File: config.mk
export PLATFORM = sky130hd
export DESIGN_NAME = flash_cmd_sequence_decoder
export DESIGN_NICKNAME = d
export VERILOG_FILES = /design/src/hw/flash_cmd_pkg.sv /design/src/hw/flash_cmd_sequence_decoder.sv /design/src/hw/pin_sync.sv /design/src/hw/cycle_fields.sv
export VERILOG_INCLUDE_DIRS = /design/src /design/src/hw
export SDC_FILE = /design/constraint.sdc
export NUM_CORES = 1
export LEC_CHECK = 0
export ABC_AREA = 1
export BUFFER_PORTS_ARGS = -buffer_cell sky130_fd_sc_hd__clkbuf_2
export CAP_MARGIN = 20
export CORE_AREA = 5 5 164 166
export CTS_CLUSTER_SIZE = 8
export DETAILED_ROUTE_END_ITERATION = 7
export DIE_AREA = 0 0 169 171
export GPL_ROUTABILITY_DRIVEN = 1
export MAX_ROUTING_LAYER = met4
export PLACE_DENSITY = 0.76
export SYNTH_ARGS = -nofsm -noshare
export SYNTH_HDL_FRONTEND = slang
export SYNTH_HIERARCHICAL = 1
export SYNTH_SLANG_ARGS = --single-unit
File: constraint.sdc
create_clock -name mclk -period 1.6 [get_ports mclk]
set_input_delay 0.32 -clock mclk [delete_from_list [all_inputs] [get_ports mclk]]
set_output_delay 0.32 -clock mclk [all_outputs]
set_load 0.02 [all_outputs]
File: src/hw/flash_cmd_consts.svh
`ifndef FLASH_CMD_CONSTS_SVH
`define FLASH_CMD_CONSTS_SVH

// command/address word layout
`define CA_W 48
`define DQ_W 16
`define TYPE_HI 47
`define TYPE_LO 45
`define DSEL_HI 44
`define DSEL_LO 43
`define ADDR_W 43
`define LOW_HI 11
`define SECT_LSB 17
`define SECT_W 26
`define CODE_W 8

// field values
`define TYPE_WRITE 3'h1
`define DSEL_OWN 2'h0
`define LOW_555 12'h555
`define LOW_2AA 12'h2AA

// command codes on the low data byte
`define CODE_UNLOCK1 8'hAA
`define CODE_UNLOCK2 8'h55
`define CODE_BUF_LOAD 8'h25
`define CODE_BUF_CONFIRM 8'h29
`define CODE_ABORT_RESET 8'hF0
`define CODE_ERASE_SETUP 8'h80
`define CODE_CHIP_ERASE 8'h10
`define CODE_SECTOR_ERASE 8'h30
`define CODE_BLANK_CHECK 8'h33
`define CODE_ERASE_STATUS 8'hD0
`define CODE_ERASE_SUSPEND 8'hB0
`define CODE_ERASE_RESUME 8'h30
`define CODE_PROG_SUSPEND 8'h51
`define CODE_PROG_RESUME 8'h50
`define CODE_ID_ENTRY 8'h90
`define CODE_ID_QUICK 8'h98

// synchronised pin vector: {reset_n, sel_n, clk, ca, dq}
`define PIN_W 67

`endif

File: src/hw/flash_cmd_pkg.sv
package flash_cmd_pkg;

	typedef enum logic [3:0] {
		ST_IDLE,
		ST_UNLOCK1,
		ST_UNLOCK2,
		ST_ERASE_SETUP,
		ST_ERASE_UNLOCK1,
		ST_ERASE_UNLOCK2,
		ST_BUF_COUNT,
		ST_BUF_DATA,
		ST_BUF_CONFIRM,
		ST_ABORTED,
		ST_ABORT_UNLOCK1,
		ST_ABORT_UNLOCK2
	} decoder_state_type;

endpackage

File: src/hw/flash_cmd_sequence_decoder.sv
`timescale 1ns/1ps
`include "flash_cmd_consts.svh"

// Behaviour
// - buffer load: unlock, 25h, count, data words
// - 29h at same sector starts buffer program
// - unlock then F0h leaves aborted buffer state
// - six-cycle chip erase ending 10h at 555h
// - same five cycles, 30h erases addressed sector
// - 33h at sector plus 555h: blank check
// - D0h at sector plus 555h: erase status
// - B0h anywhere suspends erase
// - lone 30h anywhere resumes erase
// - 51h anywhere suspends program
// - 50h anywhere resumes program
// - AAh, 55h, 90h enter identification space
// - 98h at 555h enters identification space
// - transaction type 001b in top bits
// - compare low address bits, device select
module flash_cmd_sequence_decoder (
	input wire logic mclk,
	input wire logic reset_n,
	input wire logic link_clk,
	input wire logic link_sel_n,
	input wire logic link_reset_n,
	input wire logic [`CA_W-1:0] ca_pins,
	input wire logic [`DQ_W-1:0] dq_pins,
	output logic buffer_program_start,
	output logic chip_erase_start,
	output logic sector_erase_start,
	output logic blank_check_start,
	output logic erase_status_start,
	output logic erase_suspend_req,
	output logic erase_resume_req,
	output logic program_suspend_req,
	output logic program_resume_req,
	output logic id_space_enter,
	output logic buffer_abort_done,
	output logic buffer_word_strobe,
	output logic [`ADDR_W-1:0] buffer_location_addr,
	output logic [`DQ_W-1:0] program_word,
	output logic [`SECT_W-1:0] op_sector_addr,
	output logic [`DQ_W-1:0] buffer_word_count,
	output logic buffer_aborted,
	output logic seq_busy
);
	import flash_cmd_pkg::*;

	logic [`PIN_W-1:0] pins_sync;
	logic lclk_s, lsel_n_s, lrst_n_s, lclk_prev_reg, take;
	logic [`CA_W-1:0] ca_s;
	logic [`DQ_W-1:0] dq_s;
	logic cyc_reg, fit_reg, lo555_reg, lo2aa_reg;
	logic [`CODE_W-1:0] code_reg;
	logic [`DQ_W-1:0] word_reg;
	logic [`ADDR_W-1:0] addr_reg;
	logic [`SECT_W-1:0] sector_reg;
	decoder_state_type state_reg, state_next;
	logic [`SECT_W-1:0] load_sector_reg;
	logic [`DQ_W-1:0] left_reg;
	logic same_sector, is_code_aa, is_code_55;
	logic ev_prog, ev_chip, ev_sect, ev_blank, ev_status, ev_esusp, ev_eres;
	logic ev_psusp, ev_pres, ev_id, ev_abort_done, ev_word, ld_sector, ld_count;

	pin_sync u_sync (
		.mclk(mclk),
		.reset_n(reset_n),
		.pins({link_reset_n, link_sel_n, link_clk, ca_pins, dq_pins}),
		.pins_sync(pins_sync)
	);

	assign {lrst_n_s, lsel_n_s, lclk_s, ca_s, dq_s} = pins_sync;

	// the link clock is sampled; host holds the word around its rising edge
	always_ff @(posedge mclk or negedge reset_n) begin
		if (!reset_n) begin
			lclk_prev_reg <= 1'b0;
		end else begin
			lclk_prev_reg <= lclk_s;
		end
	end

	assign take = lclk_s && !lclk_prev_reg && !lsel_n_s;

	cycle_fields u_fields (
		.mclk(mclk),
		.reset_n(reset_n),
		.take(take),
		.ca(ca_s),
		.dq(dq_s),
		.cyc_reg(cyc_reg),
		.fit_reg(fit_reg),
		.lo555_reg(lo555_reg),
		.lo2aa_reg(lo2aa_reg),
		.code_reg(code_reg),
		.word_reg(word_reg),
		.addr_reg(addr_reg),
		.sector_reg(sector_reg)
	);

	assign same_sector = (sector_reg == load_sector_reg);
	assign is_code_aa = fit_reg && lo555_reg && (code_reg == `CODE_UNLOCK1);
	assign is_code_55 = fit_reg && lo2aa_reg && (code_reg == `CODE_UNLOCK2);

	always_comb begin
		state_next = state_reg;
		ev_prog = 1'b0;
		ev_chip = 1'b0;
		ev_sect = 1'b0;
		ev_blank = 1'b0;
		ev_status = 1'b0;
		ev_esusp = 1'b0;
		ev_eres = 1'b0;
		ev_psusp = 1'b0;
		ev_pres = 1'b0;
		ev_id = 1'b0;
		ev_abort_done = 1'b0;
		ev_word = 1'b0;
		ld_sector = 1'b0;
		ld_count = 1'b0;
		if (cyc_reg) begin
			unique case (state_reg)
				ST_IDLE: begin
					if (is_code_aa) begin
						state_next = ST_UNLOCK1;
					end else if (fit_reg) begin
						unique case (code_reg)
							`CODE_ID_QUICK: ev_id = lo555_reg;
							`CODE_BLANK_CHECK: begin
								ev_blank = lo555_reg;
								ld_sector = lo555_reg;
							end
							`CODE_ERASE_STATUS: begin
								ev_status = lo555_reg;
								ld_sector = lo555_reg;
							end
							`CODE_ERASE_SUSPEND: ev_esusp = 1'b1;
							`CODE_ERASE_RESUME: ev_eres = 1'b1;
							`CODE_PROG_SUSPEND: ev_psusp = 1'b1;
							`CODE_PROG_RESUME: ev_pres = 1'b1;
							default: state_next = ST_IDLE;
						endcase
					end
				end
				ST_UNLOCK1: begin
					state_next = is_code_55 ? ST_UNLOCK2 : ST_IDLE;
				end
				ST_UNLOCK2: begin
					state_next = ST_IDLE;
					if (fit_reg && code_reg == `CODE_BUF_LOAD) begin
						state_next = ST_BUF_COUNT;
						ld_sector = 1'b1;
					end else if (fit_reg && lo555_reg && code_reg == `CODE_ERASE_SETUP) begin
						state_next = ST_ERASE_SETUP;
					end else if (fit_reg && lo555_reg && code_reg == `CODE_ID_ENTRY) begin
						ev_id = 1'b1;
					end
				end
				ST_ERASE_SETUP: begin
					state_next = is_code_aa ? ST_ERASE_UNLOCK1 : ST_IDLE;
				end
				ST_ERASE_UNLOCK1: begin
					state_next = is_code_55 ? ST_ERASE_UNLOCK2 : ST_IDLE;
				end
				ST_ERASE_UNLOCK2: begin
					state_next = ST_IDLE;
					ev_chip = fit_reg && lo555_reg && code_reg == `CODE_CHIP_ERASE;
					ev_sect = fit_reg && code_reg == `CODE_SECTOR_ERASE;
					ld_sector = ev_sect;
				end
				ST_BUF_COUNT: begin
					// a broken load leaves the buffer aborted, not idle
					if (fit_reg && same_sector) begin
						state_next = ST_BUF_DATA;
						ld_count = 1'b1;
					end else begin
						state_next = ST_ABORTED;
					end
				end
				ST_BUF_DATA: begin
					if (fit_reg) begin
						ev_word = 1'b1;
						if (left_reg == '0) begin
							state_next = ST_BUF_CONFIRM;
						end
					end else begin
						state_next = ST_ABORTED;
					end
				end
				ST_BUF_CONFIRM: begin
					if (fit_reg && same_sector && code_reg == `CODE_BUF_CONFIRM) begin
						ev_prog = 1'b1;
						state_next = ST_IDLE;
					end else begin
						state_next = ST_ABORTED;
					end
				end
				ST_ABORTED: begin
					state_next = is_code_aa ? ST_ABORT_UNLOCK1 : ST_ABORTED;
				end
				ST_ABORT_UNLOCK1: begin
					state_next = is_code_55 ? ST_ABORT_UNLOCK2 : ST_ABORTED;
				end
				ST_ABORT_UNLOCK2: begin
					if (fit_reg && code_reg == `CODE_ABORT_RESET) begin
						ev_abort_done = 1'b1;
						state_next = ST_IDLE;
					end else begin
						state_next = ST_ABORTED;
					end
				end
				default: state_next = ST_IDLE;
			endcase
		end
	end

	// device reset on the link wins over any cycle in flight
	always_ff @(posedge mclk or negedge reset_n) begin
		if (!reset_n) begin
			state_reg <= ST_IDLE;
		end else if (!lrst_n_s) begin
			state_reg <= ST_IDLE;
		end else begin
			state_reg <= state_next;
		end
	end

	always_ff @(posedge mclk or negedge reset_n) begin
		if (!reset_n) begin
			load_sector_reg <= '0;
			op_sector_addr <= '0;
		end else if (ld_sector && lrst_n_s) begin
			load_sector_reg <= sector_reg;
			op_sector_addr <= sector_reg;
		end
	end

	// count holds words minus one, so the last data cycle sees zero
	always_ff @(posedge mclk or negedge reset_n) begin
		if (!reset_n) begin
			left_reg <= '0;
			buffer_word_count <= '0;
		end else if (ld_count && lrst_n_s) begin
			left_reg <= word_reg;
			buffer_word_count <= word_reg;
		end else if (ev_word && left_reg != '0) begin
			left_reg <= left_reg - 1'b1;
		end
	end

	always_ff @(posedge mclk or negedge reset_n) begin
		if (!reset_n) begin
			buffer_location_addr <= '0;
			program_word <= '0;
		end else if (ev_word) begin
			buffer_location_addr <= addr_reg;
			program_word <= word_reg;
		end
	end

	always_ff @(posedge mclk or negedge reset_n) begin
		if (!reset_n) begin
			buffer_program_start <= 1'b0;
			chip_erase_start <= 1'b0;
			sector_erase_start <= 1'b0;
			blank_check_start <= 1'b0;
			erase_status_start <= 1'b0;
			erase_suspend_req <= 1'b0;
			erase_resume_req <= 1'b0;
			program_suspend_req <= 1'b0;
			program_resume_req <= 1'b0;
			id_space_enter <= 1'b0;
			buffer_abort_done <= 1'b0;
			buffer_word_strobe <= 1'b0;
		end else begin
			buffer_program_start <= ev_prog && lrst_n_s;
			chip_erase_start <= ev_chip && lrst_n_s;
			sector_erase_start <= ev_sect && lrst_n_s;
			blank_check_start <= ev_blank && lrst_n_s;
			erase_status_start <= ev_status && lrst_n_s;
			erase_suspend_req <= ev_esusp && lrst_n_s;
			erase_resume_req <= ev_eres && lrst_n_s;
			program_suspend_req <= ev_psusp && lrst_n_s;
			program_resume_req <= ev_pres && lrst_n_s;
			id_space_enter <= ev_id && lrst_n_s;
			buffer_abort_done <= ev_abort_done && lrst_n_s;
			buffer_word_strobe <= ev_word && lrst_n_s;
		end
	end

	always_ff @(posedge mclk or negedge reset_n) begin
		if (!reset_n) begin
			buffer_aborted <= 1'b0;
			seq_busy <= 1'b0;
		end else begin
			buffer_aborted <= lrst_n_s && (state_next == ST_ABORTED
				|| state_next == ST_ABORT_UNLOCK1 || state_next == ST_ABORT_UNLOCK2);
			seq_busy <= lrst_n_s && state_next != ST_IDLE;
		end
	end

	a_link_reset_idle: assert property (@(posedge mclk) disable iff (!reset_n)
		!lrst_n_s |=> state_reg == ST_IDLE)
		else $error("link reset did not return decoder to idle");

	a_unlock_mismatch: assert property (@(posedge mclk) disable iff (!reset_n)
		cyc_reg && state_reg == ST_UNLOCK1 && !is_code_55 |=> state_reg == ST_IDLE)
		else $error("bad second unlock cycle did not return to idle");

	a_chip_erase_cause: assert property (@(posedge mclk) disable iff (!reset_n)
		chip_erase_start |-> $past(state_reg) == ST_ERASE_UNLOCK2
		&& $past(code_reg) == `CODE_CHIP_ERASE && $past(lo555_reg))
		else $error("chip erase started outside six-cycle sequence");

	a_sector_erase_cause: assert property (@(posedge mclk) disable iff (!reset_n)
		cyc_reg && lrst_n_s && state_reg == ST_ERASE_UNLOCK2 && fit_reg
		&& code_reg == `CODE_SECTOR_ERASE |=> sector_erase_start && op_sector_addr == $past(sector_reg))
		else $error("sector erase not started with its sector");

	a_confirm_cause: assert property (@(posedge mclk) disable iff (!reset_n)
		buffer_program_start |-> $past(state_reg) == ST_BUF_CONFIRM
		&& $past(code_reg) == `CODE_BUF_CONFIRM && $past(same_sector))
		else $error("buffer program started without confirm");

	a_abort_exit: assert property (@(posedge mclk) disable iff (!reset_n)
		cyc_reg && lrst_n_s && state_reg == ST_ABORT_UNLOCK2 && fit_reg
		&& code_reg == `CODE_ABORT_RESET |=> buffer_abort_done && state_reg == ST_IDLE)
		else $error("abort reset did not leave aborted state");

	a_resume_idle: assert property (@(posedge mclk) disable iff (!reset_n)
		erase_resume_req |-> $past(state_reg) == ST_IDLE && $past(fit_reg))
		else $error("erase resume taken inside a sequence");

	a_id_entry: assert property (@(posedge mclk) disable iff (!reset_n)
		id_space_enter |-> $past(lo555_reg) && ($past(code_reg) == `CODE_ID_QUICK
		|| $past(state_reg) == ST_UNLOCK2))
		else $error("identification entry without its pattern");

	a_type_gate: assert property (@(posedge mclk) disable iff (!reset_n)
		cyc_reg && !fit_reg && state_reg == ST_IDLE
		|=> !seq_busy && !erase_suspend_req && !program_suspend_req)
		else $error("cycle of wrong type or device advanced decoder");
endmodule

File: src/hw/pin_sync.sv
`timescale 1ns/1ps
`include "flash_cmd_consts.svh"

module pin_sync (
	input wire logic mclk,
	input wire logic reset_n,
	input wire logic [`PIN_W-1:0] pins,
	output logic [`PIN_W-1:0] pins_sync
);
	logic [`PIN_W-1:0] meta_reg;

	// first stage is read by the second stage only
	always_ff @(posedge mclk or negedge reset_n) begin
		if (!reset_n) begin
			meta_reg <= '0;
			pins_sync <= '0;
		end else begin
			meta_reg <= pins;
			pins_sync <= meta_reg;
		end
	end
endmodule

File: src/hw/cycle_fields.sv
`timescale 1ns/1ps
`include "flash_cmd_consts.svh"

module cycle_fields (
	input wire logic mclk,
	input wire logic reset_n,
	input wire logic take,
	input wire logic [`CA_W-1:0] ca,
	input wire logic [`DQ_W-1:0] dq,
	output logic cyc_reg,
	output logic fit_reg,
	output logic lo555_reg,
	output logic lo2aa_reg,
	output logic [`CODE_W-1:0] code_reg,
	output logic [`DQ_W-1:0] word_reg,
	output logic [`ADDR_W-1:0] addr_reg,
	output logic [`SECT_W-1:0] sector_reg
);
	always_ff @(posedge mclk or negedge reset_n) begin
		if (!reset_n) begin
			cyc_reg <= 1'b0;
		end else begin
			cyc_reg <= take;
		end
	end

	// upper address bits are never compared for unlock patterns
	always_ff @(posedge mclk or negedge reset_n) begin
		if (!reset_n) begin
			fit_reg <= 1'b0;
			lo555_reg <= 1'b0;
			lo2aa_reg <= 1'b0;
			code_reg <= '0;
			word_reg <= '0;
			addr_reg <= '0;
			sector_reg <= '0;
		end else if (take) begin
			fit_reg <= (ca[`TYPE_HI:`TYPE_LO] == `TYPE_WRITE)
				&& (ca[`DSEL_HI:`DSEL_LO] == `DSEL_OWN);
			lo555_reg <= (ca[`LOW_HI:0] == `LOW_555);
			lo2aa_reg <= (ca[`LOW_HI:0] == `LOW_2AA);
			code_reg <= dq[`CODE_W-1:0];
			word_reg <= dq;
			addr_reg <= ca[`ADDR_W-1:0];
			sector_reg <= ca[`ADDR_W-1:`SECT_LSB];
		end
	end
endmodule

; ---- Word level (Yosys, flattened, before mapping)
; Index checks and enable logic that the tools add are counted.
[word_totals]
ff_bits = 367
latchBits = 0
ramBits = 0
romBits = 0
inputBits = 69
out_inout_bits = 115
memories = 0
[op_classes]
addsub = 1
mul = 0
n_div = 0
n_lt_le_gt_ge = 0
n_eq_ne = 33
shifts = 0
mux = 80
bitwise_logic = 0
reduce_logical = 44
[op_table]
columns = cell, n
row1 = two-way mux 1 bit, 58
row2 = "equality test 8 bit, second input constant", 7
row3 = one-hot mux 4 bit (11 select lines), 1
row4 = two-way mux 4 bit, 10
row5 = "equality test 8 x 6 -> 1 bit, second input constant", 4
row6 = logical AND 1 bit, 32
row7 = two-way mux 16 bit, 2
row8 = "equality test 4 bit, second input constant", 7
row9 = equality test 26 bit, 1
row10 = "equality test 8 x 7 -> 1 bit, second input constant", 3
row11 = "equality test 4 x 3 -> 1 bit, second input constant", 4
row12 = logical NOT 16 bit, 1
row13 = nonzero test 16 bit, 1
row14 = "subtractor 16 x 1 -> 16 bit, second input constant", 1
row15 = "equality test 12 x 10 -> 1 bit, second input constant", 1
row16 = "equality test 12 x 11 -> 1 bit, second input constant", 1
row17 = two-way mux 3 bit, 3
row18 = "equality test 4 x 2 -> 1 bit, second input constant", 2
row19 = "equality test 8 x 5 -> 1 bit, second input constant", 1
row20 = two-way mux 2 bit, 4
row21 = OR reduction 7 bit, 1
row22 = "equality test 4 x 1 -> 1 bit, second input constant", 1
row23 = logical NOT 4 bit, 1
row24 = nonzero test 4 bit, 1
row25 = other kinds (8), 10

; ---- Longest topological paths before layout
; Gate-level depths: netlist (run 1).
[depth]
depth_word = 11
depth_mapped = 16
mapped_depth_nobuf = 15

; ---- By module
; The synthesis (run 1) kept the hierarchy.
[by_module_without_submodules]
columns = mod, instances, cells_each, area_per_inst_um2
row1 = flash_cmd_sequence_decoder, 1, 885, 6630.1
row2 = pin_sync, 1, 134, 3353.2
row3 = cycle_fields, 1, 319, 2716.4

; ---- Worst setup path after synthesis (run 1)
; Ideal clock, no wire load.
[synth_path]
path_kind = reg-to-reg
start = register u_fields/addr_reg[38] (netlist name)
end = register left_reg[12]
setup_ns = 0.139
t_arrival_ns = 1.647
t_required_ns = 1.461
path_slack_ns = -0.186
path_stages_with_launch = 14
path_buffers = 3
synth_period_minus_slack_ns = 1.786
cell_sequence = dfrtp_1 -> buf_4 -> inv_1 -> nor2_1 -> nor2_1 -> nand2_1 -> nor2_1 -> nand3_1 -> nor2_2 -> nand3_1 -> buf_2 -> buf_2 -> nand3_1 -> o221ai_1
[synth_lines]
columns = element, line_no
row1 = "end signal, assigned", flash_cmd_sequence_decoder.sv:244  ; left_reg <= word_reg;
row2 = "end signal, assigned", flash_cmd_sequence_decoder.sv:247  ; left_reg <= left_reg - 1'b1;
row3 = "end, declared", flash_cmd_sequence_decoder.sv:60  ; logic [`DQ_W-1:0] left_reg;

; ---- Final worst setup path (run 1)
[layout_path]
start = register u_fields.code_reg[0]
end = register seq_busy
[layout_between]
elab_chain_cells = 9
[layout_rtl]
columns = element, line_no
row1 = "start, declared", cycle_fields.sv:14  ; output logic [`CODE_W-1:0] code_reg,
row2 = "start signal, assigned", cycle_fields.sv:42  ; code_reg <= dq[`CODE_W-1:0];
row3 = "equality test 8 x 6 -> 1 bit, or another cell as far along", flash_cmd_sequence_decoder.sv:127  ; unique case (code_reg)
row4 = OR reduction 7 bit (no line), -
row5 = two-way mux 4 bit, flash_cmd_sequence_decoder.sv:127
row6 = two-way mux 4 bit, flash_cmd_sequence_decoder.sv:126  ; end else if (fit_reg) begin
row7 = two-way mux 4 bit, flash_cmd_sequence_decoder.sv:124  ; if (is_code_aa) begin
row8 = one-hot mux 4 bit (11 select lines) (*), flash_cmd_sequence_decoder.sv:122  ; unique case (state_reg)
row9 = two-way mux 4 bit (*), flash_cmd_sequence_decoder.sv:121  ; if (cyc_reg) begin
row10 = nonzero test 4 bit (*), flash_cmd_sequence_decoder.sv:298  ; seq_busy <= lrst_n_s && state_next != ST_IDLE;
row11 = logical AND 1 bit (*), flash_cmd_sequence_decoder.sv:298
row12 = "end signal, assigned", flash_cmd_sequence_decoder.sv:294  ; seq_busy <= 1'b0;
row13 = "end signal, assigned", flash_cmd_sequence_decoder.sv:298
row14 = "end, declared", flash_cmd_sequence_decoder.sv:45  ; output logic seq_busy
; Every way passes the cells marked *; elsewhere a longest branch is shown, timed or not.
; A chain may end at the register's enable or synchronous reset.

==> out/summary.txt, run 1 <==
Synth warnings - 6
Cell variety after synth - 38
Final Hold Vio Count - 0
number of synthesized flops with an enable pin - 0
dpl cell area - 15380 µm²
max frequency - 494.6 MHz
Critical Path Most Common Cell - nor2_1
post-synthesis cell count - 1338
clk buf depth - 3
Die Span X - 169 µm
DP HPWL - 23.44 mm
wire length on met1 - 15.11 mm
clk_lat worst skew - 0.54 ns
diode count - 0
Adder-Cell Fraction of Synth Area - 0.09852%
HP Class - in -> async
Main synth FF type - dfrtp_1
Final WS setup - -0.4220 ns
register share of total power - 46.1%
Clock transition at path regs - 0.05 ns
first-pass GRT wire length - 56.56 mm
max incr delay on CP - 0.45 ns
met2 wire length - 19.41 mm
simple-gate share of the synthesized area - 22.82%
drt total wl - 38.69 mm
CP Class - reg -> reg
asr flop ratio synth - 100.0%
Synth Area in Compound Gates - 3.833%
Filler Cell Count - 1691
max-slew violations - 0
top layer in use - met4
mux contribution to synthesized area - 0%
final layout net count - 1891
vias - 11113
Clock Sinks - 333
FP Rows - 59
main combinational cell family by area after synthesis - simple AND/OR/NAND/NOR gates
grt ovf - 0
Critical Path Start Type - flip-flop
drc violations - 0
Static Leak - 9.722 nW
cell area after layout - 18450 µm²
Gate power share - 10.0%
Post-Synth XOR/XNOR Area - 0.6897%
Post-Syn Nets - 1408
mean post-synth cell area - 9.492 µm²
maximum vdd drop - 0.9432 mV
Root Driver - clkbuf_16
Area Growth Syn to Fin - 45.29%
fin crit period - 2.022 ns
CTS H-Tree Depth - 2
sequential element share of the synthesized area - 65.62%
crit path DAT - 2.43 ns
clock skew - 0.01918 ns
relative slew slack - 68.74%
gr usage total - 25.17%
GP Congestion - 0.9295
vias in the first global route - 10983
synthesized area - 12700 µm²
critical path data required time - 2.01 ns
initial antenna violation count - 0
Worst Tran Pin Value - 0.4672 ns
TritonCTS buffer count - 47
Core Area - 25470 µm²
Ports - 184
maximum number of pins on one net before global-route repair - 56
Via density - 5.131
cells along the critical path - nor2_4, nand3_2, buf_4, nor2_1, o21bai_1, nor2_1, nand2_1, nor2_1, nand3_1, nand2_2, nand3_2, nor2_2, nor2_1
CTS tree - yes
failing checks - setup timing
wire length on met3 - 2.775 mm
Sw Share - 24.30%
Bufs and invs on worst path - 1
Post-DRT Antenna Nets - 0
number of synthesized register bits - 333
die area - 28900 µm²
PD cells - 1078 nW/µm²
status - finished with violations
critical path's top delay family - simple AND/OR/NAND/NOR gates
drt first pass iters - 7
drt wl/cell - 17.86 µm
layout cell share with drive strength beyond 1 - 35.88%
P_sw - 4.832 mW
TNS Setup - -26.31 ns
MaxCap Viol Count - 0
Die Y - 171 µm
I/O Buffers - 183
RSZ-0062 raised after global routing - true
Clk pwr share - 43.9%
# setup viols final - 125
Crit. End Element - flip-flop
slowest CP cell - dfrtp_2
Int Power - 15.06 mW
initial DRC count - 958
Initial Util - 49.86%
fin crit share - 126.4%
worst-path maximum fanout - 4
[synthesized netlist by cell type (2+ instances only)]
| library cell | n | area [µm²] |
|---|---|---|
| buf_6 | 2 | 22.52 |
| o211ai_1 | 6 | 45.04 |
| nor3_1 | 12 | 60.06 |
| nor2_2 | 3 | 18.77 |
| nor4_1 | 4 | 25.02 |
| nand4_1 | 13 | 81.33 |
| inv_2 | 5 | 18.77 |
| clkbuf_1 | 12 | 45.04 |
| nor3b_1 | 2 | 15.01 |
| o21ai_1 | 3 | 15.01 |
| nand3b_1 | 3 | 22.52 |
| o221ai_1 | 5 | 43.79 |
| o21ai_0 | 55 | 275.3 |
| xor2_1 | 6 | 52.55 |
| nor2_1 | 88 | 330.3 |
| inv_1 | 109 | 409.1 |
| a21oi_1 | 9 | 45.04 |
| xnor2_1 | 4 | 35.03 |
| nand3_1 | 34 | 170.2 |
| buf_2 | 22 | 110.1 |
| buf_4 | 36 | 270.3 |
| o21bai_1 | 2 | 15.01 |
| nand2_1 | 556 | 2087 |
| dfrtp_1 | 333 | 8333 |
[worst paths after layout]
kind / end / start / slack (ns) / cells after the start
worst min register to register: u_sync/pins_sync[28]$_DFF_PN0_ / u_sync/meta_reg[28]$_DFF_PN0_ / 0.34 / 0
max in group asynchronous: buffer_location_addr[16]$_DFFE_PN0P_ / reset_n / 0.64 / 3
min in group mclk: u_sync/pins_sync[28]$_DFF_PN0_ / u_sync/meta_reg[28]$_DFF_PN0_ / 0.34 / 0
worst max register to register: seq_busy$_DFF_PN0_ / u_fields/code_reg[0]$_DFFE_PN0P_ / -0.42 / 13
worst min-delay path: u_sync/pins_sync[35]$_DFF_PN0_ / reset_n / 0.30 / 2
worst max-delay path: seq_busy$_DFF_PN0_ / u_fields/code_reg[0]$_DFFE_PN0P_ / -0.42 / 13
[per-layer routing]
metal  vias up  track usage, %
met5         -               -
met2       559           41.55
li1       5064               -
met3       126           3.674
met4         0           7.455
met1      5364           32.86
[cell type report]
type | count | area [µm²] | area share, %
flip-flops and latches | 333 | 8364 | 45.33
clock buffers | 57 | 1214 | 6.578
well taps | 335 | 419.2 | 2.272
repair buffers | 506 | 3994 | 21.65
inverters | 115 | 452.9 | 2.455
multi-input cells | 818 | 3948 | 21.39
clock inverters | 2 | 60.06 | 0.3255
[worst register-to-register path, cell delays in order, from the launching register on]
cell and delay (ns):
dfrtp_2 0.45, nor2_4 0.14, nand3_2 0.12, buf_4 0.16, nor2_1 0.08, o21bai_1 0.10, nor2_1 0.12, nand2_1 0.07
nor2_1 0.16, nand3_1 0.13, nand2_2 0.11, nand3_2 0.10, nor2_2 0.12, nor2_1 0.05
[power by group through the flow]
stage,Combinational [mW],Sequential [mW],Clock [mW]
after floorplan,0.871,9.18,0
after global placement,1.60,9.24,0
after detailed placement,1.63,9.27,0
after CTS,1.85,9.14,8.81
after global routing,2.19,9.21,9.25
final,1.99,9.17,8.73
[metrics by stage]
step / setup WS [ns] / total power [mW] / util [%] / instances / hold WS, ns
after global routing: -0.5568 / 20.65 / 72.45 / 2166 / 0.3184
after floorplan: -0.1080 / 10.05 / - / 1338 / 0.02441
after global placement: -0.3296 / 10.84 / 60.38 / 1991 / 0.2462
after detailed placement: -0.3782 / 10.90 / 60.38 / 1991 / 0.2490
after CTS: -0.3416 / 19.80 / 69.32 / 2135 / 0.2732
final: -0.4220 / 19.89 / 72.45 / 2166 / 0.2999
[layout by cell type (no fill, tap or decap), types with 25 or more instances in the layout]
| cell type | netlist | routed |
|---|---|---|
| nand2_2 | 1 | 57 |
| clkbuf_16 | 0 | 55 |
| clkbuf_2 | 0 | 176 |
| dfrtp_2 | 0 | 25 |
| o21ai_1 | 3 | 34 |
| buf_4 | 36 | 212 |
| nand2_1 | 556 | 495 |
| inv_1 | 109 | 97 |
| dlygate4sd3_1 | 0 | 68 |
| dfrtp_1 | 333 | 308 |
| nor2_1 | 88 | 69 |
[kinds of logic (layout without fill, tap and decap cells)]
logic type | after synthesis | after routing
and+or+nand+nor | 722 | 722
DFF | 333 | 333
buffers and inverters | 187 | 680
AOI/OAI and AO/OA | 85 | 85
xor gates and xnor gates | 10 | 10
adders and majority gates | 1 | 1
[what timing repair did]
action                     4_1_cts  5_1_grt
pin swaps                        9       23
setup endpoints to repair      124      133
hold endpoints to repair        97        0
hold buffers                    68        0
setup buffers                   15       22
cloned                           2       13
resized for setup               45      146
No activity file was read; power rests on OpenSTA's default activity.
==> run 2, diff against run 1 <==
==> constraint.sdc (replaced) <==
create_clock -name mclk -period 1.69 [get_ports mclk]
set_input_delay 0.338 -clock mclk [delete_from_list [all_inputs] [get_ports mclk]]
set_output_delay 0.338 -clock mclk [all_outputs]
set_load 0.02 [all_outputs]
==> out/summary.txt, run 2 (synthesis gave the netlist of run 1 again) <==
status - finished with violations
failing checks - setup timing
Static Leak - 10.03 nW (+3.2%)
crit path DAT - 2.47 ns (+0.04 ns)
critical path data required time - 2.08 ns (+0.07 ns)
Int Power - 14.32 mW (-4.9%)
relative slew slack - 66.18% (-2.6 points)
layout cell share with drive strength beyond 1 - 43.68% (+7.8 points)
commonest non-fill, non-tap cell in the layout - nand2_1
Via density - 5.274 (+2.8%)
Critical Path Most Common Cell - nand2_1
initial antenna violation count - 0 (unchanged)
fin crit period - 2.077 ns (+0.05549 ns)
worst-path maximum fanout - 8 (+4)
Die Span X - 169 µm (unchanged)
TNS Setup - -18.76 ns (+7.546 ns)
slowest CP cell - dfrtp_1
Final WS setup - -0.3874 ns (+0.03451 ns)
CTS H-Tree Depth - 2 (unchanged)
die area - 28900 µm² (unchanged)
drc violations - 0 (unchanged)
Layout Cells excl Fill - 2155 (-0.51%)
PD cells - 985.3 nW/µm² (-8.6%)
DP HPWL - 22.27 mm (-5.0%)
grt ovf - 0 (unchanged)
Worst Tran Pin Value - 0.5051 ns (+0.03791 ns)
vias in the first global route - 11081 (+0.89%)
CP Class - reg -> reg
max-slew violations - 0 (unchanged)
post-layout util - 75.64% (+3.2 points)
Core Area - 25470 µm² (unchanged)
cells along the critical path - inv_1, nand2_1, nand2_1, nor2_1, nand2_1, nor2_2, nand2_2, nor2_4, nand3_2, buf_12, buf_12, nand2_1, o21ai_0
clock skew - 0.01833 ns (-0.0008517 ns)
Clock Sinks - 333 (unchanged)
HP Class - in -> async
cell area after layout - 19260 µm² (+4.4%)
final layout net count - 1881 (-0.53%)
crit path from - u_fields/addr_reg[19]$_DFFE_PN0P_
max incr delay on CP - 0.41 ns (-0.04 ns)
FP Rows - 59 (unchanged)
Crit. End Element - flip-flop
clk buf depth - 3 (unchanged)
vias - 11366 (+2.3%)
reg2reg path depth - 13 (unchanged)
MaxCap Viol Count - 0 (unchanged)
diode count - 0 (unchanged)
Clk pwr share - 44.2% (+0.3 points)
RSZ-0062 raised after global routing - true
TritonCTS buffer count - 47 (unchanged)
Root Driver - clkbuf_16
clk_lat worst skew - 0.54 ns (about the same)
Post-DRT Antenna Nets - 0 (unchanged)
register share of total power - 45.8% (-0.3 points)
GP Congestion - 0.9008 (-3.1%)
gr usage total - 25.68% (+0.51 points)
# setup viols final - 126 (+0.80%)
P_sw - 4.664 mW (-3.5%)
Sw Share - 24.57% (+0.27 points)
Area Growth Syn to Fin - 51.68%
most frequent cells in the layout - nand2_1 (372), dfrtp_1 (315), buf_4 (194)
first-pass GRT wire length - 56.91 mm (+0.62%)
fin crit share - 122.9% (-3.4 points)
Critical R2R Capture - buffer_word_count[15]$_DFFE_PN0P_
Ports - 184 (unchanged)
Gate power share - 10.0% (about the same)
drt total wl - 41.30 mm (+6.7%)
worst reg2reg path startpoint - u_fields/addr_reg[19]$_DFFE_PN0P_
I/O Buffers - 183 (unchanged)
Inst Count DP - 1969 (-1.1%)
dpl cell area - 15190 µm² (-1.2%)
maximum vdd drop - 1.050 mV (+11%)
Final Hold Vio Count - 0 (unchanged)
Initial Util - 49.86% (unchanged)
drt wl/cell - 19.17 µm (+7.3%)
R2R Setup Slk - -0.39 ns (+0.03 ns)
Critical Path Start Type - flip-flop
Post-Place Worst Slack - -0.2428 ns (+0.1354 ns)
Die Y - 171 µm (unchanged)
max frequency - 481.4 MHz (-2.7%)
initial DRC count - 1040 (+8.6%)
CTS tree - yes
Clock transition at path regs - 0.05 ns (about the same)
drt first pass iters - 5 (-2)
maximum number of pins on one net before global-route repair - 72 (+29%)
crit path capture - buffer_word_count[15]$_DFFE_PN0P_
[run 2: worst min path at each step]
| stage | start | to | slack, ns |
|---|---|---|---|
| final | reset_n | u_sync/pins_sync[37]$_DFF_PN0_ | 0.27 |
| after global routing | reset_n | u_sync/meta_reg[36]$_DFF_PN0_ | 0.28 |
| after CTS | reset_n | u_sync/meta_reg[36]$_DFF_PN0_ | 0.25 |
| after detailed placement | reset_n | u_sync/pins_sync[37]$_DFF_PN0_ | 0.22 |
| after global placement | reset_n | u_sync/pins_sync[37]$_DFF_PN0_ | 0.22 |
| after floorplan | reset_n | blank_check_start$_DFF_PN0_ | 0.04 |
[run 2: final cells by class]
cell class,count,area [µm²]
Sequential cell,333,8356
Fill cell,1518,6205
Clock buffer,56,1241
Multi-Input combinational cell,818,4624
Timing Repair inverter,2,21.27
Tap cell,335,419.2
Clock inverter,2,50.05
Inverter,115,471.7
Timing Repair Buffer,494,4080
[run 2: worst max-delay path: cells and delay by family, from the launching register on]
family	cells	cell delay, ns
AOI/OAI and AO/OA	1	0.11
buffers and inverters	3	0.44
and+or+nand+nor	9	0.95
DFF	1	0.41
[run 2: stage by stage]
step / power (mW) / hold WS (ns)
after global placement: 10.18 / 0.2207
after detailed placement: 10.23 / 0.2225
after CTS: 18.73 / 0.2507
after global routing: 19.64 / 0.2805
final: 18.98 / 0.2682
after floorplan: 9.479 / 0.04241
[run 2: repair_timing]
action / CTS / global route
pin swaps: 32 / 59
buffers inserted: 13 / 28
cloned: 9 / 14
resized for setup: 110 / 345
endpoints found under the setup margin: 106 / 125
hold buffers: 68 / 0
hold endpoints to repair: 189 / 0
[run 2: power by group through the flow]
stage | Clock (mW) | Sequential, mW | Combinational [mW]
detailed placement | 0 | 8.76 | 1.47
global placement | 0 | 8.74 | 1.44
CTS | 8.43 | 8.65 | 1.65
global route | 8.85 | 8.73 | 2.07
finish | 8.39 | 8.69 | 1.89
floorplan | 0 | 8.69 | 0.790
[run 2: per-layer routing]
metal	part of all wire (%)	up-vias	routed length (µm)	GRT usage, %
li1	-	5056	-	-
met1	37	5586	15450	31.40
met2	50	543	20820	42.65
met3	6.9	181	2841	4.205
met4	5.3	0	2195	11.24
met5	0	-	0	-
==> run 3, diff against run 2 <==
--- a/config.mk
+++ b/config.mk
@@ -14,8 +14,10 @@
 export DETAILED_ROUTE_END_ITERATION = 7
 export DIE_AREA = 0 0 169 171
 export GPL_ROUTABILITY_DRIVEN = 1
+export HOLD_SLACK_MARGIN = 0.06
 export MAX_ROUTING_LAYER = met4
 export PLACE_DENSITY = 0.76
+export SETUP_SLACK_MARGIN = 0.2
 export SYNTH_ARGS = -nofsm -noshare
 export SYNTH_HDL_FRONTEND = slang
 export SYNTH_HIERARCHICAL = 1
==> out/summary.txt, run 3 (synthesis gave the netlist of run 1 again) <==
Filler Cell Count - 1314 (-13%)
Final Hold Vio Count - 0 (unchanged)
Root Driver - clkbuf_16
clk buf depth - 3 (unchanged)
drc violations - 0 (unchanged)
Worst Tran Pin Value - 0.5671 ns (+0.06197 ns)
Inst Count DP - 1999 (+1.5%)
R2R Setup Slk - -0.55 ns (-0.16 ns)
final layout net count - 1938 (+3.0%)
TNS Setup - -34.17 ns (-15.41 ns)
worst-path maximum fanout - 3 (-5)
MaxCap Viol Count - 0 (unchanged)
die area - 28900 µm² (unchanged)
PD cells - 954.7 nW/µm² (-3.1%)
Clock transition at path regs - 0.07 ns (+0.02 ns)
Final WS setup - -0.5472 ns (-0.1597 ns)
dpl cell area - 15470 µm² (+1.9%)
Sw Share - 25.78% (+1.2 points)
first-pass GRT wire length - 66.68 mm (+17%)
Overall Power - 19.51 mW (+2.8%)
vias - 12086 (+6.3%)
Area Growth Syn to Fin - 60.96%
cell area after layout - 20440 µm² (+6.1%)
hold slack final - 0.3356 ns (+0.06737 ns)
clock skew - 0.02663 ns (+0.008299 ns)
# setup viols final - 126 (unchanged)
Int Power - 14.48 mW (+1.2%)
cells along the critical path - inv_1, nand2_1, nand2_1, nor2_1, nand2_1, nor2_2, nand2_2, buf_6, o21bai_1, nand3_1, o21ai_2, nand3_1, nor2_1, nor2_1
RSZ-0062 raised after global routing - true
initial antenna violation count - 1 (+1)
reg2reg path depth - 14 (+1)
gr usage total - 30.18% (+4.5 points)
CTS H-Tree Depth - 2 (unchanged)
register share of total power - 44.7% (-1.1 points)
Clock Sinks - 333 (unchanged)
FP Rows - 59 (unchanged)
layout cell share with drive strength beyond 1 - 46.25% (+2.6 points)
worst reg2reg path startpoint - u_fields/addr_reg[32]$_DFFE_PN0P_
Critical R2R Capture - seq_busy$_DFF_PN0_
grt ovf - 0 (unchanged)
post-layout util - 80.26% (+4.6 points)
fin crit period - 2.237 ns (+0.1597 ns)
Post-DRT Antenna Nets - 0 (unchanged)
DP HPWL - 22.67 mm (+1.8%)
maximum number of pins on one net before global-route repair - 69 (-4.2%)
max incr delay on CP - 0.40 ns (about the same)
P_sw - 5.032 mW (+7.9%)
CP Class - reg -> reg
Post-Place Worst Slack - -0.2567 ns (-0.01391 ns)
vias in the first global route - 12454 (+12%)
Ports - 184 (unchanged)
fin crit share - 132.4% (+9.5 points)
slowest CP cell - dfrtp_1
initial DRC count - 1194 (+15%)
Core Area - 25470 µm² (unchanged)
most frequent cells in the layout - nand2_1 (355), dfrtp_1 (306), buf_4 (204)
Layout Cells excl Fill - 2215 (+2.8%)
max-slew violations - 0 (unchanged)
critical path data required time - 2.14 ns (+0.06 ns)
drt first pass iters - 7 (+2)
drt wl/cell - 21.41 µm (+12%)
GP Congestion - 0.8947 (-0.68%)
Via density - 5.456 (+3.5%)
Die Y - 171 µm (unchanged)
clk_lat worst skew - 0.56 ns (+0.02 ns)
HP Class - in -> async
drt total wl - 47.42 mm (+15%)
I/O Buffers - 183 (unchanged)
Bufs and invs on worst path - 2 (-1)
Crit. End Element - flip-flop
status - finished with violations
Critical Path Start Type - flip-flop
relative slew slack - 62.19% (-4.0 points)
commonest non-fill, non-tap cell in the layout - nand2_1
TritonCTS buffer count - 47 (unchanged)
Die Span X - 169 µm (unchanged)
Static Leak - 10.62 nW (+5.9%)
Initial Util - 49.86% (unchanged)
critical path's top delay family - simple AND/OR/NAND/NOR gates
max frequency - 447.0 MHz (-7.1%)
failing checks - setup timing
maximum vdd drop - 1.163 mV (+11%)
CTS tree - yes
Clk pwr share - 44.2% (about the same)
Gate power share - 11.1% (+1.1 points)
crit path DAT - 2.69 ns (+0.22 ns)
run 3: power by group through the flow:
stage	sequential (mW)	combinational, mW	clock, mW
final	8.72	2.17	8.63
after global routing	8.75	2.33	9.04
after CTS	8.67	1.89	8.52
after detailed placement	8.78	1.56	0
after global placement	8.75	1.53	0
after floorplan	8.69	0.824	0
run 3: timing repair:
| item | in CTS | in global routing |
|---|---|---|
| hold buffers | 68 | 0 |
| pin swaps | 58 | 50 |
| hold endpoints to repair | 103 | 0 |
| setup endpoints to repair | 153 | 180 |
| gates cloned | 17 | 7 |
| resized for setup | 305 | 274 |
| setup buffers | 41 | 22 |
run 3: final cells by class:
| type | count | area [µm²] | area share, % |
|---|---|---|---|
| well taps | 335 | 419.2 | 2.051 |
| multi-input cells | 818 | 4823 | 23.60 |
| diodes | 1 | 2.502 | 0.01224 |
| repair buffers | 552 | 5052 | 24.72 |
| clock inverters | 2 | 50.05 | 0.2448 |
| flip-flops and latches | 333 | 8367 | 40.93 |
| repair inverters | 1 | 20.02 | 0.09794 |
| clock buffers | 58 | 1249 | 6.109 |
| inverters | 115 | 457.9 | 2.240 |
run 3: how the worst max path moves through the flow:
| stage | from | endpoint | slack (ns) | depth (start not counted) |
|---|---|---|---|---|
| after detailed placement | u_fields/addr_reg[42]$_DFFE_PN0P_ | seq_busy$_DFF_PN0_ | -0.26 | 16 |
| after CTS | u_fields/addr_reg[23]$_DFFE_PN0P_ | seq_busy$_DFF_PN0_ | -0.18 | 14 |
| after floorplan | state_reg[3]$_DFF_PN0_ | left_reg[9]$_DFFE_PN0P_ | -0.02 | 9 |
| final | u_fields/addr_reg[32]$_DFFE_PN0P_ | seq_busy$_DFF_PN0_ | -0.55 | 14 |
| after global placement | u_fields/addr_reg[42]$_DFFE_PN0P_ | left_reg[8]$_DFFE_PN0P_ | -0.20 | 12 |
| after global routing | u_fields/addr_reg[32]$_DFFE_PN0P_ | seq_busy$_DFF_PN0_ | -0.62 | 14 |
run 3: per-layer routing:
layer / routed length [µm] / track usage, % / vias to the layer above
li1: - / - / 5172
met1: 16580 / 36.53 / 5863
met2: 23830 / 51.16 / 801
met3: 4198 / 4.667 / 250
met4: 2814 / 12.32 / 0
met5: 0 / - / -
run 3: worst register-to-register path: cells and delay by family, from the launching register on:
kind / cells / cell delay (ns)
buf+inv: 2 / 0.22
compound gates: 2 / 0.36
flops: 1 / 0.40
simple gates: 10 / 1.14
